### config.mk
export PLATFORM = sky130hd
export DESIGN_NAME = cae_core
export DESIGN_NICKNAME = d
export VERILOG_FILES = /design/src/cae_pkg.sv /design/src/cae_alu_if.sv /design/src/cae_core.sv /design/src/cae_alu.sv
export VERILOG_INCLUDE_DIRS = /design/src
export SDC_FILE = /design/constraint.sdc
export NUM_CORES = 1
export LEC_CHECK = 0
export BUFFER_PORTS_ARGS = -buffer_cell sky130_fd_sc_hd__buf_2
export CAP_MARGIN = 25
export CORE_MARGIN = 3
export CORE_UTILIZATION = 40
export CTS_CLUSTER_SIZE = 20
export DETAILED_ROUTE_END_ITERATION = 10
export GPL_TIMING_DRIVEN = 1
export SLEW_MARGIN = 20
export SYNTH_ARGS = -nofsm -noshare
export SYNTH_HDL_FRONTEND = slang
export SYNTH_SLANG_ARGS = --single-unit
### constraint.sdc
create_clock -name core_clk -period 6 [get_ports core_clk]
set_input_delay 0.9 -clock core_clk [delete_from_list [all_inputs] [get_ports core_clk]]
set_output_delay 0.9 -clock core_clk [all_outputs]
set_load 0.05 [all_outputs]
### src/cae_defines.svh
// Purpose: Constants for the add-instruction execution core.
// Assumes: Included by its bare name; definitions only.
// Notes: Offsets, field positions, opcodes, reset values.
`ifndef CAE_DEFINES_SVH
`define CAE_DEFINES_SVH
// Register bus offsets
`define CAE_OFS_WORK 2'h0
`define CAE_OFS_STATUS 2'h1
`define CAE_OFS_BANK 2'h2
`define CAE_OFS_TBL 2'h3
// Status flag bit positions
`define CAE_BIT_C 0
`define CAE_BIT_DC 1
`define CAE_BIT_Z 2
`define CAE_BIT_OV 3
`define CAE_BIT_N 4
// Reset values
`define CAE_RST_WORK 8'h00
`define CAE_RST_STATUS 5'h00
`define CAE_RST_BANK 4'h0
`define CAE_RST_IP 20'h00000
// Opcode fields
`define CAE_OP_ADD_LIT 8'h0F
`define CAE_OP_ADD_REG 6'h09
`define CAE_OP_BRA 5'h1A
`define CAE_OP_BCOND 5'h1C
`define CAE_OP_JUMP 8'hEF
`define CAE_OP_SECOND 4'hF
`define CAE_OP_TBLWT 14'h0003
`define CAE_OP_NOP 16'h0000
// Data file addresses
`define CAE_ACC_SPLIT 8'h80
`define CAE_ACC_HIGH 4'hF
`define CAE_ADDR_PORT_B 12'hF81
`define CAE_ADDR_TIMER0 12'hFD6
`endif

### src/cae_pkg.sv
// Purpose: Shared types of the add-instruction execution core.
// Assumes: Nothing beyond the defines header.
// Notes: Phase codes are one-hot.
package cae_pkg;
  typedef enum logic [3:0] {
    PH_Q1 = 4'b0001,
    PH_Q2 = 4'b0010,
    PH_Q3 = 4'b0100,
    PH_Q4 = 4'b1000
  } cae_phase_e;
endpackage

### src/cae_alu_if.sv
// Purpose: Operand and result bundle between core and adder.
// Assumes: Combinational use only.
// Notes: One modport for each side.
`timescale 1ns/1ns
interface cae_alu_if;
  logic [7:0] a;
  logic [7:0] b;
  logic [7:0] sum;
  logic c;
  logic dc;
  logic z;
  logic ov;
  logic n;
  modport core (output a, output b, input sum, input c, input dc,
    input z, input ov, input n);
  modport alu (input a, input b, output sum, output c, output dc,
    output z, output ov, output n);
endinterface // cae_alu_if

### src/cae_core.sv
// Purpose: Execution core for literal-add and register-add, with
//   branch, two-word, port, timer and table-write handling.
// Assumes: Program memory answers pm_data combinationally for
//   pm_addr; data file answers df_rdata in the cycle after df_re.
`include "cae_defines.svh"
`timescale 1ns/1ns
module cae_core #(
  parameter int IP_W = 20
) (
  input wire logic core_clk,
  input wire logic srst,
  input wire logic ce,
  // Register bus
  input wire logic [1:0] reg_addr,
  input wire logic [7:0] reg_wdata,
  input wire logic reg_wr,
  input wire logic reg_rd,
  output logic [7:0] reg_rdata,
  // Program memory
  output logic [IP_W-1:0] pm_addr,
  input wire logic [15:0] pm_data,
  // Data register file
  output logic [11:0] df_addr,
  output logic df_re,
  input wire logic [7:0] df_rdata,
  output logic df_we,
  output logic [7:0] df_wdata,
  // Port pins, timer prescaler, table write
  input wire logic [7:0] port_b_pins,
  input wire logic prescaler_assigned,
  output logic prescaler_clear,
  output logic tbl_wr_start,
  input wire logic tbl_wr_done,
  output logic tbl_wr_busy
);
  cae_pkg::cae_phase_e phase_reg;
  cae_pkg::cae_phase_e phase_next;
  logic [15:0] ir_reg;
  logic [IP_W-1:0] instruction_pointer_reg;
  logic squash_reg;
  logic [7:0] work_reg;
  logic [4:0] status_reg;
  logic [3:0] bank_select_pointer_reg;
  logic [7:0] result_reg;
  logic [4:0] flags_reg;
  logic [7:0] pin_meta_reg;
  logic [7:0] pin_sync_reg;
  logic [7:0] reg_rdata_reg;
  logic df_re_reg;
  logic df_we_reg;
  logic [11:0] df_addr_reg;
  logic psc_clr_reg;
  logic tbl_start_reg;
  logic tbl_busy_reg;
  cae_alu_if alu_bus ();

  cae_alu u_alu (
    .bus(alu_bus)
  );

  ////////////////////////////////////////////////////////////////////
  // Decode of the current instruction word
  wire [15:0] op = squash_reg ? `CAE_OP_NOP : ir_reg;
  wire add_literal_op = (op[15:8] == `CAE_OP_ADD_LIT);
  wire add_register_op = (op[15:10] == `CAE_OP_ADD_REG);
  wire dest_file = add_register_op && op[9];
  wire is_bra = (op[15:11] == `CAE_OP_BRA);
  wire is_bcond = (op[15:11] == `CAE_OP_BCOND);
  wire is_jump = (op[15:8] == `CAE_OP_JUMP);
  wire is_tblwt = (op[15:2] == `CAE_OP_TBLWT);

  // Condition select: Z, C, OV, N; low opcode bit inverts
  wire [3:0] cond_vec = {status_reg[`CAE_BIT_N], status_reg[`CAE_BIT_OV],
    status_reg[`CAE_BIT_C], status_reg[`CAE_BIT_Z]};
  wire cond_true = cond_vec[op[10:9]] ^ op[8];
  wire taken = is_bra || (is_bcond && cond_true) || is_jump;

  // Branch targets relative to the already advanced pointer
  wire [IP_W-1:0] rel_short = {{(IP_W-8){op[7]}}, op[7:0]};
  wire [IP_W-1:0] rel_long = {{(IP_W-11){op[10]}}, op[10:0]};
  wire [IP_W-1:0] jump_abs = {pm_data[11:0], op[7:0]};
  wire [IP_W-1:0] target = is_jump ? jump_abs :
    instruction_pointer_reg + (is_bra ? rel_long : rel_short);

  // Operand address: access bank split or bank pointer as high bits
  wire [11:0] acc_addr = (op[7:0] < `CAE_ACC_SPLIT) ? {4'h0, op[7:0]} :
    {`CAE_ACC_HIGH, op[7:0]};
  wire [11:0] f_addr = op[8] ? {bank_select_pointer_reg, op[7:0]} :
    acc_addr;

  // Port reads come from the pins, never the output latch
  wire [7:0] file_val = (df_addr_reg == `CAE_ADDR_PORT_B) ?
    pin_sync_reg : df_rdata;
  assign alu_bus.a = work_reg;
  assign alu_bus.b = add_literal_op ? op[7:0] : file_val;
  wire [4:0] alu_flags = {alu_bus.n, alu_bus.ov, alu_bus.z, alu_bus.dc,
    alu_bus.c};
  wire is_add = add_literal_op || add_register_op;
  wire hits_timer = dest_file && (df_addr_reg == `CAE_ADDR_TIMER0);

  ////////////////////////////////////////////////////////////////////
  // Phase sequencer, one step per enabled clock
  always_comb begin
    case (phase_reg)
      cae_pkg::PH_Q1: phase_next = cae_pkg::PH_Q2;
      cae_pkg::PH_Q2: phase_next = cae_pkg::PH_Q3;
      cae_pkg::PH_Q3: phase_next = cae_pkg::PH_Q4;
      cae_pkg::PH_Q4: phase_next = cae_pkg::PH_Q1;
      default: phase_next = cae_pkg::PH_Q1;
    endcase
  end

  always_ff @(posedge core_clk) begin
    if (srst) begin
      phase_reg <= cae_pkg::PH_Q1;
    end else if (ce) begin
      phase_reg <= phase_next;
    end
  end

  // Two-stage pin synchroniser; only the second stage is read
  always_ff @(posedge core_clk) begin
    if (srst) begin
      pin_meta_reg <= 8'h00;
      pin_sync_reg <= 8'h00;
    end else if (ce) begin
      pin_meta_reg <= port_b_pins;
      pin_sync_reg <= pin_meta_reg;
    end
  end

  ////////////////////////////////////////////////////////////////////
  // Q1 decode issues the read; Q2 holds it; Q3 latches the result
  always_ff @(posedge core_clk) begin
    if (srst) begin
      df_addr_reg <= 12'h000;
      df_re_reg <= 1'b0;
      df_we_reg <= 1'b0;
      result_reg <= 8'h00;
      flags_reg <= 5'h00;
      psc_clr_reg <= 1'b0;
    end else if (ce) begin
      df_re_reg <= (phase_reg == cae_pkg::PH_Q1) && add_register_op;
      df_we_reg <= 1'b0;
      psc_clr_reg <= 1'b0;
      if (phase_reg == cae_pkg::PH_Q1) begin
        df_addr_reg <= f_addr;
      end
      if (phase_reg == cae_pkg::PH_Q3) begin
        result_reg <= alu_bus.sum;
        flags_reg <= alu_flags;
        df_we_reg <= dest_file;
        psc_clr_reg <= hits_timer && prescaler_assigned;
      end
    end
  end

  ////////////////////////////////////////////////////////////////////
  // Q4: write destination, then fetch or redirect
  always_ff @(posedge core_clk) begin
    if (srst) begin
      ir_reg <= `CAE_OP_NOP;
      instruction_pointer_reg <= `CAE_RST_IP;
      squash_reg <= 1'b1;
    end else if (ce && phase_reg == cae_pkg::PH_Q4) begin
      if (taken) begin
        instruction_pointer_reg <= target;
        squash_reg <= 1'b1;
      end else if (is_tblwt) begin
        // Fetch waits one instruction cycle (four clocks) so the next word is not lost
        squash_reg <= 1'b1;
      end else begin
        ir_reg <= pm_data;
        instruction_pointer_reg <= instruction_pointer_reg + 1'b1;
        squash_reg <= 1'b0;
      end
    end
  end

  // Work and status; the core's Q4 write wins over a bus write
  wire core_wr = ce && phase_reg == cae_pkg::PH_Q4 && is_add;
  always_ff @(posedge core_clk) begin
    if (srst) begin
      work_reg <= `CAE_RST_WORK;
      status_reg <= `CAE_RST_STATUS;
      bank_select_pointer_reg <= `CAE_RST_BANK;
    end else if (ce) begin
      if (reg_wr && reg_addr == `CAE_OFS_WORK) begin
        work_reg <= reg_wdata;
      end
      if (reg_wr && reg_addr == `CAE_OFS_STATUS) begin
        status_reg <= reg_wdata[4:0];
      end
      if (reg_wr && reg_addr == `CAE_OFS_BANK) begin
        bank_select_pointer_reg <= reg_wdata[3:0];
      end
      if (core_wr) begin
        status_reg <= flags_reg;
        if (!dest_file) begin
          work_reg <= result_reg;
        end
      end
    end
  end

  // Table write: once started, only completion ends it
  always_ff @(posedge core_clk) begin
    if (srst) begin
      tbl_start_reg <= 1'b0;
      tbl_busy_reg <= 1'b0;
    end else if (ce) begin
      tbl_start_reg <= 1'b0;
      if (tbl_busy_reg) begin
        tbl_busy_reg <= !tbl_wr_done;
      end else if (phase_reg == cae_pkg::PH_Q4 && is_tblwt) begin
        tbl_start_reg <= 1'b1;
        tbl_busy_reg <= 1'b1;
      end
    end
  end

  ////////////////////////////////////////////////////////////////////
  // Register bus read data, one cycle after the strobe
  wire [7:0] rd_mux = (reg_addr == `CAE_OFS_WORK) ? work_reg :
    (reg_addr == `CAE_OFS_STATUS) ? {3'h0, status_reg} :
    (reg_addr == `CAE_OFS_BANK) ? {4'h0, bank_select_pointer_reg} :
    {7'h00, tbl_busy_reg};
  always_ff @(posedge core_clk) begin
    if (srst) begin
      reg_rdata_reg <= 8'h00;
    end else if (ce) begin
      reg_rdata_reg <= reg_rd ? rd_mux : 8'h00;
    end
  end

  // Outputs straight from flip-flops
  assign reg_rdata = reg_rdata_reg;
  assign pm_addr = instruction_pointer_reg;
  assign df_addr = df_addr_reg;
  assign df_re = df_re_reg;
  assign df_we = df_we_reg;
  assign df_wdata = result_reg;
  assign prescaler_clear = psc_clr_reg;
  assign tbl_wr_start = tbl_start_reg;
  assign tbl_wr_busy = tbl_busy_reg;
endmodule // cae_core

### src/cae_alu.sv
// Purpose: 8-bit adder with the five arithmetic flags.
// Assumes: Pure combinational logic.
// Notes: Overflow is signed overflow of the two operands.
`timescale 1ns/1ns
module cae_alu (
  cae_alu_if.alu bus
);
  wire [8:0] full;
  wire [4:0] low;

  // Full and low-nibble sums for carry and digit carry
  assign full = {1'b0, bus.a} + {1'b0, bus.b};
  assign low = {1'b0, bus.a[3:0]} + {1'b0, bus.b[3:0]};
  assign bus.sum = full[7:0];
  assign bus.c = full[8];
  assign bus.dc = low[4];
  assign bus.z = (full[7:0] == 8'h00);
  assign bus.n = full[7];
  // Same-sign operands giving an opposite-sign sum
  assign bus.ov = (bus.a[7] == bus.b[7]) && (full[7] != bus.a[7]);
endmodule // cae_alu

; ---- After elaboration in Yosys (flattened, before gate mapping)
; Cells that the tools add are included.
[op_classes]
add_sub_neg = 4
n_lt_le_gt_ge = 2
eq_ne = 17
n_mux = 28
n_bitwise = 3
reduce_logical = 25
[op_table]
columns = operator, count
row1 = 20-bit 2-to-1 mux, 4
row2 = 8-bit 2-to-1 mux, 7
row3 = 12-bit == test (second input constant), 2
row4 = 12-bit 2-to-1 mux, 2
row5 = 20-bit by 1-bit adder with 20-bit output (second input constant), 1
row6 = 20-bit adder, 1
row7 = 16-bit 2-to-1 mux, 1
row8 = 5-bit 2-to-1 mux, 3
row9 = 14-bit by 2-bit == test with 1-bit output (second input constant), 1
row10 = 1-bit logical AND, 12
row11 = 4-bit case mux with 3 select lines, 1
row12 = 5-bit == test (second input constant), 2
row13 = 2-bit AND reduction, 5
row14 = 8-bit by 8-bit adder with 9-bit output, 1
row15 = 8-bit by 4-bit == test with 1-bit output (second input constant), 1
row16 = 8-bit == test (second input constant), 1
row17 = 8-bit zero test, 1
row18 = 8-bit less-than comparator (second input constant), 1
row19 = 1-bit 2-to-1 mux, 8
row20 = 6-bit by 4-bit == test with 1-bit output (second input constant), 1
row21 = 4-bit by 4-bit adder with 5-bit output, 1
row22 = 4-bit by 1-bit == test with 1-bit output (second input constant), 1
row23 = 4-bit by 2-bit == test with 1-bit output (second input constant), 1
row24 = 4-bit by 3-bit == test with 1-bit output (second input constant), 1
row25 = other kinds (16), 19
[word_totals]
regBits = 112
inputBits = 49
output_inout_bits = 53
word_cells = 97

; ---- Longest topological paths before layout
; Gate-level depths: netlist (run 1).
[depth]
depth_word = 9
ltp_mapped = 16
depth_no_buf = 15

; ---- Hierarchy
; A second synthesis (run 1) with hierarchy kept.
[hier_totals]
cells_unflattened = 859
area_unflattened_um2 = 6766.5
[modules_own_cells]
columns = mod, n_inst, cells_each, area_per_inst_um2, seq_area_each_um2
row1 = cae_core, 1, 806, 6352.3, 2242.2
row2 = cae_alu, 1, 53, 414.1, 0.0

; ---- Least setup slack after synthesis (run 1)
; No wires, ideal clock.
[synth_path]
path_type = register to register
start = register df_addr_reg[10], in the netlist df_addr[10]
end = register flags_reg[2]
setup_time_ns = 0.070
t_arrival_ns = 3.611
required_ns = 5.930
slack_ns = 2.318
stages_incl_launch_ff = 17
n_path_buf = 1
synth_period_minus_slack_ns = 3.682
cell_sequence = dfxtp_1 nand4_1 nor4b_1 and3_1 buf_2 mux2i_1 a21oi_1 ha_1 inv_1 fa_1 nor2b_1 o21a_1 o21a_1 nor2_1 or3_1 or4_1 a21oi_1
[synth_between]
elab_chain_cells = 5
[synth_lines]
columns = element, line_no
row1 = from (decl), cae_core.sv:51  ; logic [11:0] df_addr_reg;
row2 = from (signal assigned), cae_core.sv:147  ; df_addr_reg <= f_addr;
row3 = 12-bit == test (no line), --
row4 = 8-bit 2-to-1 mux, cae_core.sv:92  ; wire [7:0] file_val = (df_addr_reg == `CAE_ADDR_PORT_B) ?
row5 = 8-bit 2-to-1 mux, cae_core.sv:95  ; assign alu_bus.b = add_literal_op ? op[7:0] : file_val;
row6 = 8-bit by 8-bit adder with 9-bit output, cae_alu.sv:12  ; assign full = {1'b0, bus.a} + {1'b0, bus.b};
row7 = 8-bit zero test, cae_alu.sv:17  ; assign bus.z = (full[7:0] == 8'h00);
row8 = to (signal assigned), cae_core.sv:151  ; flags_reg <= alu_flags;
row9 = to (decl), cae_core.sv:45  ; logic [4:0] flags_reg;
; Every way passes these cells.
; A chain may end at the register's enable or synchronous reset.

; ---- Worst setup path in the final report (run 1)
[layout_path]
start = register squash_reg
end = register flags_reg[2]
[layout_between]
elab_chain_cells = 5
[layout_lines]
columns = element, line_no
row1 = from (decl), cae_core.sv:40  ; logic squash_reg;
row2 = from (signal assigned), cae_core.sv:164  ; squash_reg <= 1'b1;
row3 = from (signal assigned), cae_core.sv:168  ; squash_reg <= 1'b1;
row4 = from (signal assigned), cae_core.sv:171  ; squash_reg <= 1'b1;
row5 = 16-bit 2-to-1 mux *, cae_core.sv:63  ; wire [15:0] op = squash_reg ? `CAE_OP_NOP : ir_reg;
row6 = 8-bit by 4-bit == test with 1-bit output (no line), --
row7 = 8-bit 2-to-1 mux *, cae_core.sv:95
row8 = 8-bit by 8-bit adder with 9-bit output *, cae_alu.sv:12
row9 = 8-bit zero test *, cae_alu.sv:17
; Mark *: on every way between the ends. The rest lies on a longest branch, timed or not.

==> results of run 1 <==
-- layer usage --
metal	GRT usage (%)	share of wire, %	vias up
met2	31.5	41	219
met5	0	0	-
met4	6.61	2.0	0
met3	3.70	6.7	34
li1	-	-	3279
met1	33.3	50	3056
-- cell type report --
type,instances,area [um2]
clock buffers,9,225
inverters,12,45.0
fillers,1689,8590
flip-flops and latches,111,2220
repair buffers,106,543
multi-input cells,696,4270
well taps,216,270
clock inverters,7,63.8
-- cells by family (layout without fill, tap and decap cells) --
group | count (synthesis) | after routing | synth area share (%)
AND/OR/NAND/NOR | 359 | 359 | 25.5
XOR/XNOR | 20 | 20 | 2.58
multiplexers | 42 | 42 | 6.48
flip-flops | 111 | 111 | 32.8
adder cells (fa/ha/maj) | 31 | 31 | 5.94
buffers and inverters | 62 | 134 | 4.21
AO/OA/AOI/OAI | 244 | 244 | 22.5
-- worst min-delay path by stage --
stage	endpoint	startpoint	slack [ns]
floorplan	ir_reg[0]	ir_reg[0]	0.43
global placement	ir_reg[1]	ir_reg[1]	0.44
detailed placement	ir_reg[1]	ir_reg[1]	0.44
CTS	ir_reg[1]	ir_reg[1]	0.45
global route	df_we	df_we	0.49
finish	ir_reg[1]	ir_reg[1]	0.45
-- where the power goes --
group | leakage [uW] | switching [uW] | internal, uW
clock | 0.000145 | 316 | 293
sequential | 0.000898 | 13.1 | 749
combinational | 0.00222 | 82.5 | 47.3
-- synthesized netlist by cell type, drive strengths merged, types with 6 or more instances --
cell type and n:
nand4b 6, o21ai 49, xnor2 12, or3 11, mux2i 39, nor3 28
nor4b 7, nor2 100, nand3 27, a22oi 6, clkbuf 31, xor2 8
nand2 122, inv 12, dfxtp 111, a211oi 10, buf 19, nand4 12
a21o 12, and3 6, nor2b 14, ha 29, a21oi 106, and2 6
-- worst min-delay path: stages (launching register included) --
cell and delay (ns):
sky130_fd_sc_hd__dfxtp_1 0.31, sky130_fd_sc_hd__nand2_1 0.05, sky130_fd_sc_hd__a21oi_1 0.05
-- metrics by stage --
stage          total power, uW  cell area, um2
4_1_cts                   1510            7640
3_3_place_gp               909            7350
6_report                  1500            7640
5_1_grt                   1560            7640
3_5_place_dp               909            7350
2_1_floorplan              862            6780
==> run summary, run 1 <==
======================================================================================
Floorplan row count                                                                 46
Pin count of the biggest net entering global routing                                94
Sum Neg Setup Slack                                                               0 ns
Worst hold slack                                                              0.454 ns
Number of buffers created by CTS                                                     9
Instance count of the mapped netlist                                               869
Area growth from synthesis to final layout                                       12.7%
Instance count after placement with tap cells included                            1141
All-Layer GR Usage                                                               21.9%
Synth warnings                                                                       0
Gp weighted congestion                                                           0.877
First-pass GRT wire length                                                    32400 um
Dominant synthesized flop cell                                            sky130_fd_sc_hd__dfxtp_1
Core box area                                                                16200 um2
FF-to-FF Start                                                              squash_reg
Max-capacitance violation count                                                      0
Via count of the first global-routing pass                                        6081
Number of register bits inferred by synthesis                                      111
Total power divided by cell area                                            196 nW/um2
Total inserted antenna cells                                                         0
Number of DRC markers after the initial detailed-route iteration                   552
Depth of the critical timing path with buffers and inverters included               13
Final setup margin                                                             1.99 ns
CTS Root Buffer Type                                                      sky130_fd_sc_hd__clkbuf_16
Final Slew Violations                                                                0
DRC viols                                                                            0
Slowest cell delay on critical path                                            0.59 ns
Post-DRT Antenna Nets                                                                0
Final worst path period need                                                   4.01 ns
Count of vias placed by the detailed router                                       6588
Die Height                                                                      136 um
Number of nets in the layout                                                      1016
Count of non-filler cells in the finished layout                                  1157
Final routed wire length divided by cell count                                 17.8 um
Startpoint of the most critical setup path                                  squash_reg
Worst Setup End Kind                                                          register
Number of optimization iterations in the first detailed-route pass                   5
Number of buffer cells added on primary ports                                      101
Capturing instance or port of the critical path                           flags_reg[2]
Fmax                                                                           249 MHz
Floorplan die area                                                           18500 um2
Biggest area contributors in the synthesized netlist                      sky130_fd_sc_hd__dfxtp_1, sky130_fd_sc_hd__a21oi_1, sky130_fd_sc_hd__nand2_1, sky130_fd_sc_hd__mux2i_1, sky130_fd_sc_hd__nor2_1
Maximum level of the CTS H-tree                                                      3
Cells on Worst Hold Path                                                             2
Number of buffers on the longest clock path                                          2
Cell Chain, Critical Path                                                 nor2b_1 > nand3_1 > a21oi_1 > ha_1 > inv_1 > fa_1 > nor2b_1 > o21a_1 > o21a_1 > nor2_1 > or3_1 > or4_1 > a21oi_1
Net count after synthesis                                                          949
Total congestion overflow after global routing                                       0
Sinks on the clock net                                                             111
Post-route core utilization                                                      47.1%
Max FFs per register                                                                20
Start-to-end type of the worst setup path                                      reg2reg
Outcome                                                                   complete, no violations
Worst setup slack for register-to-register paths                               1.99 ns
Post-Route Skew                                                              0.0117 ns
Half-perimeter wire length after detailed placement                           14600 um
Yosys top cell area share                                                        32.8%
Highest ir drop seen on vdd                                                   0.150 mV
Startpoint Class                                                              register
Setup repair after global routing missed its margin                                 no
Critical path buffers and inverters                                                  1
Netlist area before placement                                                 6780 um2
Placement Setup Slack                                                          2.07 ns
Horizontal extent of the die                                                    136 um
Worst Max-Slew Pin Slew                                                        1.03 ns
Share of cells above drive strength 1                                            15.2%
Initial Util                                                                     41.8%
Highest-count cells in the layout ignoring fill and taps                  sky130_fd_sc_hd__nand2_1, sky130_fd_sc_hd__dfxtp_1, sky130_fd_sc_hd__a21oi_1
Number of synthesized flops with an enable pin                                       0
Clock slew at the register clock pins of the worst setup and hold paths        0.08 ns
Post-CTS setup-driven buffer insertion count                                         0
CTS tree                                                                          done
Crit path DAT                                                                  4.30 ns
Post-synthesis average cell area                                              7.80 um2
Sequential fraction of the synthesis area                                        32.8%
Crit path required time                                                        6.29 ns
Normalized max-slew margin                                                       31.4%
Family with the most delay on the worst path                              simple AND/OR/NAND/NOR gates
Total of cells resized after clock tree synthesis                                    0
Area leader, netlist                                                      sky130_fd_sc_hd__dfxtp_1
Number of antenna violations at the first check in global routing                    0
Worst hold-check path type                                                     reg2reg
Total wire length after detailed routing                                      20600 um
Critical-path top delay cell                                              sky130_fd_sc_hd__nand3_1
Number of buffers inserted for hold repair after clock tree synthesis                0
Leading cell type in the layout, fill and taps excluded                   sky130_fd_sc_hd__nand2_1
Detail-routed via count per cell                                                  5.69
Tcrit/Tclk final                                                                 66.9%
Number of setup violations in the final report                                       0
Critical path fanouts, max                                                          18
Count of pins on the block boundary                                                102
Post-synth ARST share                                                               0%
Clock insertion delay at the later pin of the skew report                      0.36 ns
Static power due to leakage                                                 0.00326 uW
Final hold violation count                                                           0
Crit Reg-Reg Endpoint                                                     flags_reg[2]
Post-synthesis cell type count                                                      81
R2r worst-path depth                                                                13
======================================================================================
(Power assumes the default switching activity.)
==> inputs of run 2 (changes only) <==
Settings changed: ABC_AREA from default to 1.
Clock period 6 ns to 3.39 ns, I/O delays scaled along.
==> run 2 against run 1 <==
  * Synthesized area grew 9.8%
  * Utilization down 0.39 points
  * Sequential share of layout area decreased by 2.9 points
  * Count of clock-buffer cells in the layout grew 1
  * Combinational power up 130%
  * Synthesized cell count rose by 37%
  * Power up 87%
  * Critical endpoint unchanged
==> run summary, run 2 <==
======================================================================================
Netlist area before placement                                                 7440 um2   was 6780 um2
Startpoint Class                                                              register   unchanged
Gp weighted congestion                                                           0.928   was 0.877
Tcrit/Tclk final                                                                 90.8%   was 66.9%
Total power divided by cell area                                            331 nW/um2   was 196 nW/um2
Highest ir drop seen on vdd                                                   0.231 mV   was 0.150 mV
Area leader, netlist                                                      sky130_fd_sc_hd__dfxtp_1   unchanged
Number of optimization iterations in the first detailed-route pass                   5   unchanged
Sinks on the clock net                                                             111   unchanged
Floorplan row count                                                                 49   was 46
Half-perimeter wire length after detailed placement                           18200 um   was 14600 um
Library cell with the highest instance count after synthesis              sky130_fd_sc_hd__nand2_1   unchanged
First-pass GRT wire length                                                    37400 um   was 32400 um
Biggest area contributors in the synthesized netlist                      sky130_fd_sc_hd__dfxtp_1, sky130_fd_sc_hd__nand2_1, sky130_fd_sc_hd__nor2_1, sky130_fd_sc_hd__nand3_1, sky130_fd_sc_hd__inv_1   was sky130_fd_sc_hd__dfxtp_1, sky130_fd_sc_hd__a21oi_1, sky130_fd_sc_hd__nand2_1, sky130_fd_sc_hd__mux2i_1, sky130_fd_sc_hd__nor2_1
Number of buffers inserted for hold repair after clock tree synthesis                0   unchanged
Maximum level of the CTS H-tree                                                      3   unchanged
Slowest cell delay on critical path                                            0.40 ns   was 0.59 ns
Number of register bits inferred by synthesis                                      111   unchanged
Min-Delay Endpoint                                                        pin_meta_reg[0]   was ir_reg[1]
Total wire length after detailed routing                                      23900 um   was 20600 um
Worst Max-Slew Pin Slew                                                       0.954 ns   was 1.03 ns
Highest-count cells in the layout ignoring fill and taps                  sky130_fd_sc_hd__nand2_1, sky130_fd_sc_hd__nor2_1, sky130_fd_sc_hd__inv_1   was sky130_fd_sc_hd__nand2_1, sky130_fd_sc_hd__dfxtp_1, sky130_fd_sc_hd__a21oi_1
FF-to-FF Start                                                              squash_reg   unchanged
Cells on Worst Hold Path                                                             3   was 2
Post-DRT Antenna Nets                                                                0   unchanged
Final Instance Area                                                           8470 um2   was 7640 um2
Floorplan die area                                                           20300 um2   was 18500 um2
Post-route core utilization                                                      46.7%   was 47.1%
Relative contribution of the clock network to total power                        40.6%   was 40.5%
All-Layer GR Usage                                                               23.2%   was 21.9%
Normalized max-slew margin                                                       36.4%   was 31.4%
Top cells by instance count after synthesis                               sky130_fd_sc_hd__nand2_1, sky130_fd_sc_hd__nor2_1, sky130_fd_sc_hd__inv_1   was sky130_fd_sc_hd__nand2_1, sky130_fd_sc_hd__dfxtp_1, sky130_fd_sc_hd__a21oi_1
CTS Root Buffer Type                                                      sky130_fd_sc_hd__clkbuf_16   unchanged
Post-synthesis average cell area                                              6.25 um2   was 7.80 um2
Sequential cell fraction of total power                                          49.0%   was 50.8%
Detail-routed via count per cell                                                  5.24   was 5.69
Initial Util                                                                     41.0%   was 41.8%
Synth warnings                                                                       0   unchanged
Cell Chain, Critical Path                                                 inv_6 > nand2_2 > o21ai_1 > nor2_1 > nand2_2 > clkinv_1 > o21ai_0 > ha_1 > inv_1 > fa_1 > inv_1 > nand3_1 > nand2_1 > xor2_1 > nor2_1 > nand2_1 > nor2_1 > nand2_1 > a21oi_1   was nor2b_1 > nand3_1 > a21oi_1 > ha_1 > inv_1 > fa_1 > nor2b_1 > o21a_1 > o21a_1 > nor2_1 > or3_1 > or4_1 > a21oi_1
Worst Setup End Kind                                                          register   unchanged
CTS tree                                                                          done   unchanged
Pin count of the biggest net entering global routing                                56   was 94
Fmax                                                                           325 MHz   was 249 MHz
Worst hold-check path type                                                      in2reg   was reg2reg
Cell internal power dissipation                                                2020 uW   was 1090 uW
Number of DRC markers after the initial detailed-route iteration                   517   was 552
Post-CTS setup-driven buffer insertion count                                         0   unchanged
Number of buffer cells added on primary ports                                      101   unchanged
Min-Delay Startpoint                                                      port_b_pins[0]   was ir_reg[1]
Post-synthesis cell type count                                                      45   was 81
Total inserted antenna cells                                                         0   unchanged
Number of synthesized flops with an enable pin                                       0   unchanged
Net count after synthesis                                                         1271   was 949
Number of buffers created by CTS                                                     9   unchanged
Instance count of the mapped netlist                                              1191   was 869
Horizontal extent of the die                                                    142 um   was 136 um
Count of vias placed by the detailed router                                       7930   was 6588
Die Height                                                                      142 um   was 136 um
Post-synth ARST share                                                               0%   unchanged
Number of antenna violations at the first check in global routing                    0   unchanged
Final worst path period need                                                   3.08 ns   was 4.01 ns
Switching part of the total                                                      28.0%   was 27.4%
Clock insertion delay at the later pin of the skew report                      0.37 ns   was 0.36 ns
DRC viols                                                                            0   unchanged
Total congestion overflow after global routing                                       0   unchanged
Number of nets in the layout                                                      1358   was 1016
Crit path DAT                                                                  3.30 ns   was 4.30 ns
Max FFs per register                                                                20   unchanged
Sequential fraction of the synthesis area                                        29.9%   was 32.8%
Number of setup violations in the final report                                       0   unchanged
Leading cell type in the layout, fill and taps excluded                   sky130_fd_sc_hd__nand2_1   unchanged
Post-Route Skew                                                              0.0131 ns   was 0.0117 ns
Yosys top cell area share                                                        29.9%   was 32.8%
Start-to-end type of the worst setup path                                      reg2reg   unchanged
Worst setup slack for register-to-register paths                               0.31 ns   was 1.99 ns
Critical path fanouts, max                                                          10   was 18
Crit path required time                                                        3.61 ns   was 6.29 ns
Critical-path top delay cell                                              sky130_fd_sc_hd__fa_1   was sky130_fd_sc_hd__nand3_1
Net switching power                                                             785 uW   was 411 uW
Clock slew at the register clock pins of the worst setup and hold paths        0.08 ns   about the same
Setup repair after global routing missed its margin                                 no   unchanged
R2r worst-path depth                                                                19   was 13
Static power due to leakage                                                 0.00403 uW   was 0.00326 uW
Number of buffers on the longest clock path                                          2   unchanged
Max-capacitance violation count                                                      0   unchanged
Outcome                                                                   complete, no violations   unchanged
Dominant synthesized flop cell                                            sky130_fd_sc_hd__dfxtp_1   unchanged
Crit Reg-Reg Endpoint                                                     flags_reg[2]   unchanged
Sum Neg Setup Slack                                                               0 ns   unchanged
Total of cells resized after clock tree synthesis                                    0   unchanged
Core box area                                                                18100 um2   was 16200 um2
Total cell area at the placement stage                                        8170 um2   was 7350 um2
Count of pins on the block boundary                                                102   unchanged
Final Slew Violations                                                                0   unchanged
Final hold violation count                                                           0   unchanged
Area growth from synthesis to final layout                                       13.9%   was 12.7%
Share of cells above drive strength 1                                            12.7%   was 15.2%
Comb pwr share                                                                   10.4%   was 8.7%
Final routed wire length divided by cell count                                 15.8 um   was 17.8 um
Via count of the first global-routing pass                                        6986   was 6081
======================================================================================
run 2: cell count changes after synthesis, sizes merged, moves of 10 or more:
cell and delta:
nand2 +190, inv +121, nand3 +85, nor2 +62
o21ai +41, mux2i -34, nor3 -21, nand4 +14
nor2b -14, or3 -11, a21o -10, a21oi -10
run 2: final cells by class:
type	instances	area, um2
fill	1984	9670
multi-input combinational	903	4500
sequential	111	2220
timing repair buffer	118	646
inverter	135	514
tap	229	287
clock buffer	10	229
clock inverter	6	78.8
run 2: cells by family after synthesis:
family	Yosys count	synth area share, %
AND/OR/NAND/NOR	637	36.8
multiplexers	6	0.824
adder cells (fa/ha/maj)	31	5.41
XOR/XNOR	23	2.71
AO/OA/AOI/OAI	206	14.7
buffers and inverters	177	9.70
flip-flops	111	29.9
run 2: per-stage QoR:
stage                     hold WS, ns  std cells  setup WS (ns)  power (uW)
final                           0.364       1512          0.311        2800
after global routing            0.367       1512         0.0159        2900
after CTS                       0.361       1512          0.314        2820
after detailed placement        0.436       1496          0.366        1690
after global placement          0.434       1496          0.508        1690
after floorplan                 0.420       1191          0.393        1590
run 2: metal layers:
metal / global-route usage, % / part of all wire (%)
met5: 0 / 0
met2: 35.4 / 43
met3: 3.60 / 6.4
met1: 34.5 / 50
met4: 4.95 / 1.2
run 2: power by group through the flow:
stage	sequential, uW	combinational (uW)	clock [uW]
final	1370	293	1140
after CTS	1370	292	1150
after global placement	1400	291	0
after detailed placement	1400	291	0
after floorplan	1450	140	0
after global routing	1380	320	1200
run 2: worst max path at each step:
| stage | start | endpoint | slack [ns] | depth (start not counted) |
|---|---|---|---|---|
| after floorplan | df_addr[0] | flags_reg[2] | 0.39 | 17 |
| after global placement | squash_reg | flags_reg[2] | 0.51 | 19 |
| after detailed placement | squash_reg | flags_reg[2] | 0.37 | 19 |
| after CTS | squash_reg | flags_reg[2] | 0.31 | 19 |
| after global routing | squash_reg | flags_reg[2] | 0.02 | 19 |
| final | squash_reg | flags_reg[2] | 0.31 | 19 |
run 2: critical path: cells and delay by family (launching register included):
kind	cells	cell delay [ns]
AO/OA/AOI/OAI	3	0.50
XOR/XNOR	1	0.17
adder cells (fa/ha/maj)	2	0.65
buffers and inverters	4	0.51
flip-flops	1	0.37
AND/OR/NAND/NOR	9	0.72
==> inputs of run 3 (changes only) <==
Settings changed: RECOVER_POWER from default to 100.
==> run 3 against run 2 <==
  * The run now ends with max-capacitance violations, max-slew violations left
  * First-iteration DRC count fell by 1.5%
  * Sequential power barely moved
  * Power hardly changed
  * Routed wire length barely moved
  * Count of clock-buffer cells in the layout did not move
  * Global-route usage stayed put
  * Design area shrank 1.1%
  * Via count is 0.15% lower
  * Clock power is essentially flat
  * Maximum frequency fell by 1.5%
  * Sequential cell count unchanged
  * Combinational power decreased by 2%
  * Largest power group unchanged
  * Highest routed layer unchanged
==> run summary, run 3 (synthesis results as in run 2) <==
======================================================================================
Normalized max-slew margin                                                      -10.0%   was 36.4%
Leading cell type in the layout, fill and taps excluded                   sky130_fd_sc_hd__nand2_1   unchanged
Pin count of the biggest net entering global routing                                56   unchanged
Highest ir drop seen on vdd                                                   0.231 mV   about the same
Sum Neg Setup Slack                                                               0 ns   unchanged
Worst Setup End Kind                                                          register   unchanged
Count of non-filler cells in the finished layout                                  1512   unchanged
Clock slew at the register clock pins of the worst setup and hold paths        0.08 ns   about the same
Final worst path period need                                                   3.13 ns   was 3.08 ns
Overall power of the completed layout                                          2800 uW   about the same
Gp weighted congestion                                                           0.928   unchanged
Startpoint of the most critical setup path                                  squash_reg   unchanged
Count of pins on the block boundary                                                102   unchanged
Total wire length after detailed routing                                      23900 um   about the same
Number of buffer cells added on primary ports                                      101   unchanged
R2r worst-path depth                                                                 9   was 19
Cells on Worst Hold Path                                                             3   unchanged
Start-to-end type of the worst setup path                                      reg2reg   unchanged
Number of nets in the layout                                                      1358   unchanged
Detail-routed via count per cell                                                  5.24   about the same
Post-DRT Antenna Nets                                                                0   unchanged
Comb pwr share                                                                   10.2%   was 10.4%
Max-capacitance violation count                                                      1   was 0
Final Instance Area                                                           8380 um2   was 8470 um2
Crit path required time                                                        3.63 ns   was 3.61 ns
Violated checks                                                           max-capacitance violations, max-slew violations
Number of buffers on the longest clock path                                          2   unchanged
Share of cells above drive strength 1                                            8.26%   was 12.7%
Tcrit/Tclk final                                                                 92.2%   was 90.8%
Cell internal power dissipation                                                2010 uW   was 2020 uW
Die Height                                                                      142 um   unchanged
Floorplan row count                                                                 49   unchanged
Total congestion overflow after global routing                                       0   unchanged
DRC viols                                                                            0   unchanged
All-Layer GR Usage                                                               23.2%   unchanged
Setup repair after global routing missed its margin                                 no   unchanged
Number of optimization iterations in the first detailed-route pass                   5   unchanged
Min-Delay Startpoint                                                      port_b_pins[0]   unchanged
Post-Route Skew                                                              0.0132 ns   was 0.0131 ns
Critical path fanouts, max                                                          28   was 10
First-pass GRT wire length                                                    37400 um   unchanged
Initial Util                                                                     41.0%   unchanged
Half-perimeter wire length after detailed placement                           18200 um   unchanged
Number of setup violations in the final report                                       0   unchanged
Worst hold-check path type                                                      in2reg   unchanged
Total power divided by cell area                                            334 nW/um2   was 331 nW/um2
Final hold violation count                                                           0   unchanged
CTS Root Buffer Type                                                      sky130_fd_sc_hd__clkbuf_16   unchanged
Horizontal extent of the die                                                    142 um   unchanged
Core box area                                                                18100 um2   unchanged
Total inserted antenna cells                                                         0   unchanged
Total of cells resized after clock tree synthesis                                    0   unchanged
Via count of the first global-routing pass                                        6986   unchanged
Sinks on the clock net                                                             111   unchanged
FF-to-FF Start                                                              squash_reg   unchanged
Max FFs per register                                                                20   unchanged
Total cell area at the placement stage                                        8170 um2   unchanged
Number of antenna violations at the first check in global routing                    0   unchanged
Instance count after placement with tap cells included                            1496   unchanged
Number of DRC markers after the initial detailed-route iteration                   509   was 517
Startpoint Class                                                              register   unchanged
Post-CTS setup-driven buffer insertion count                                         0   unchanged
Number of buffers inserted for hold repair after clock tree synthesis                0   unchanged
Count of vias placed by the detailed router                                       7918   was 7930
Worst hold slack                                                              0.364 ns   about the same
Static power due to leakage                                                 0.00379 uW   was 0.00403 uW
Highest-count cells in the layout ignoring fill and taps                  sky130_fd_sc_hd__nand2_1, sky130_fd_sc_hd__nor2_1, sky130_fd_sc_hd__inv_1   unchanged
Final Slew Violations                                                               28   was 0
Maximum level of the CTS H-tree                                                      3   unchanged
Clock insertion delay at the later pin of the skew report                      0.37 ns   about the same
Sequential cell fraction of total power                                          49.0%   about the same
Area growth from synthesis to final layout                                       12.6%   was 13.9%
Outcome                                                                   complete, but fails checks   was complete, no violations
Final routed wire length divided by cell count                                 15.8 um   about the same
Floorplan die area                                                           20300 um2   unchanged
Fmax                                                                           320 MHz   was 325 MHz
Number of buffers created by CTS                                                     9   unchanged
Crit path DAT                                                                  3.37 ns   was 3.30 ns
Worst Max-Slew Pin Slew                                                        1.65 ns   was 0.954 ns
CTS tree                                                                          done   unchanged
Relative contribution of the clock network to total power                        40.7%   was 40.6%
Switching part of the total                                                      28.1%   was 28.0%
Net switching power                                                             788 uW   was 785 uW
======================================================================================
==> run 3: cell count changes in the layout (fill, tap and decap cells not counted), sizes merged <==
cell | before | now
buf | 118 | 61
clkbuf | 10 | 67
==> run 3: through the flow <==
stage	setup WS (ns)	utilization, %
floorplan	0.393	-
global placement	0.508	45.0
detailed placement	0.366	45.0
CTS	0.314	46.7
global route	0.0166	46.2
finish	0.263	46.2
==> run 3: final timing paths <==
kind	endpoint	slack [ns]
worst min register to register	status_reg[3]	0.45
worst max-delay path	squash_reg	0.26
worst max register to register	squash_reg	0.26
worst min-delay path	pin_meta_reg[0]	0.36
==> run 3: final cells by class <==
type	count	area, um2
clock buffers	10	229
clock inverters	6	78.8
fillers	2019	9760
inverters	135	514
multi-input cells	903	4480
flip-flops and latches	111	2220
well taps	229	287
repair buffers	118	568
==> run 3: worst max-delay path, stage by stage (launching register included) <==
cell	delay, ns
sky130_fd_sc_hd__dfxtp_1	0.38
sky130_fd_sc_hd__clkbuf_1	0.23
sky130_fd_sc_hd__nor2_2	0.38
sky130_fd_sc_hd__nor2_1	0.12
sky130_fd_sc_hd__nand2_1	0.08
sky130_fd_sc_hd__nor2_1	0.05
sky130_fd_sc_hd__a31oi_2	1.13
sky130_fd_sc_hd__nand2_4	0.35
sky130_fd_sc_hd__o21ai_0	0.19
sky130_fd_sc_hd__nand2_1	0.09
==> run 3: power groups by stage <==
stage | registers [uW] | clock network (uW) | logic, uW
5_1_grt | 1380 | 1200 | 315
6_report | 1370 | 1140 | 287
3_3_place_gp | 1400 | 0 | 291
3_5_place_dp | 1400 | 0 | 291
4_1_cts | 1370 | 1150 | 292
2_1_floorplan | 1450 | 0 | 140
==> run 3: metal layers <==
| metal | up-vias | wire (um) | global-route usage (%) |
|---|---|---|---|
| li1 | 4069 | - | - |
| met1 | 3614 | 11900 | 34.5 |
| met2 | 214 | 10200 | 35.4 |
| met3 | 21 | 1480 | 3.60 |
| met4 | 0 | 280 | 4.95 |
| met5 | - | 0 | 0 |
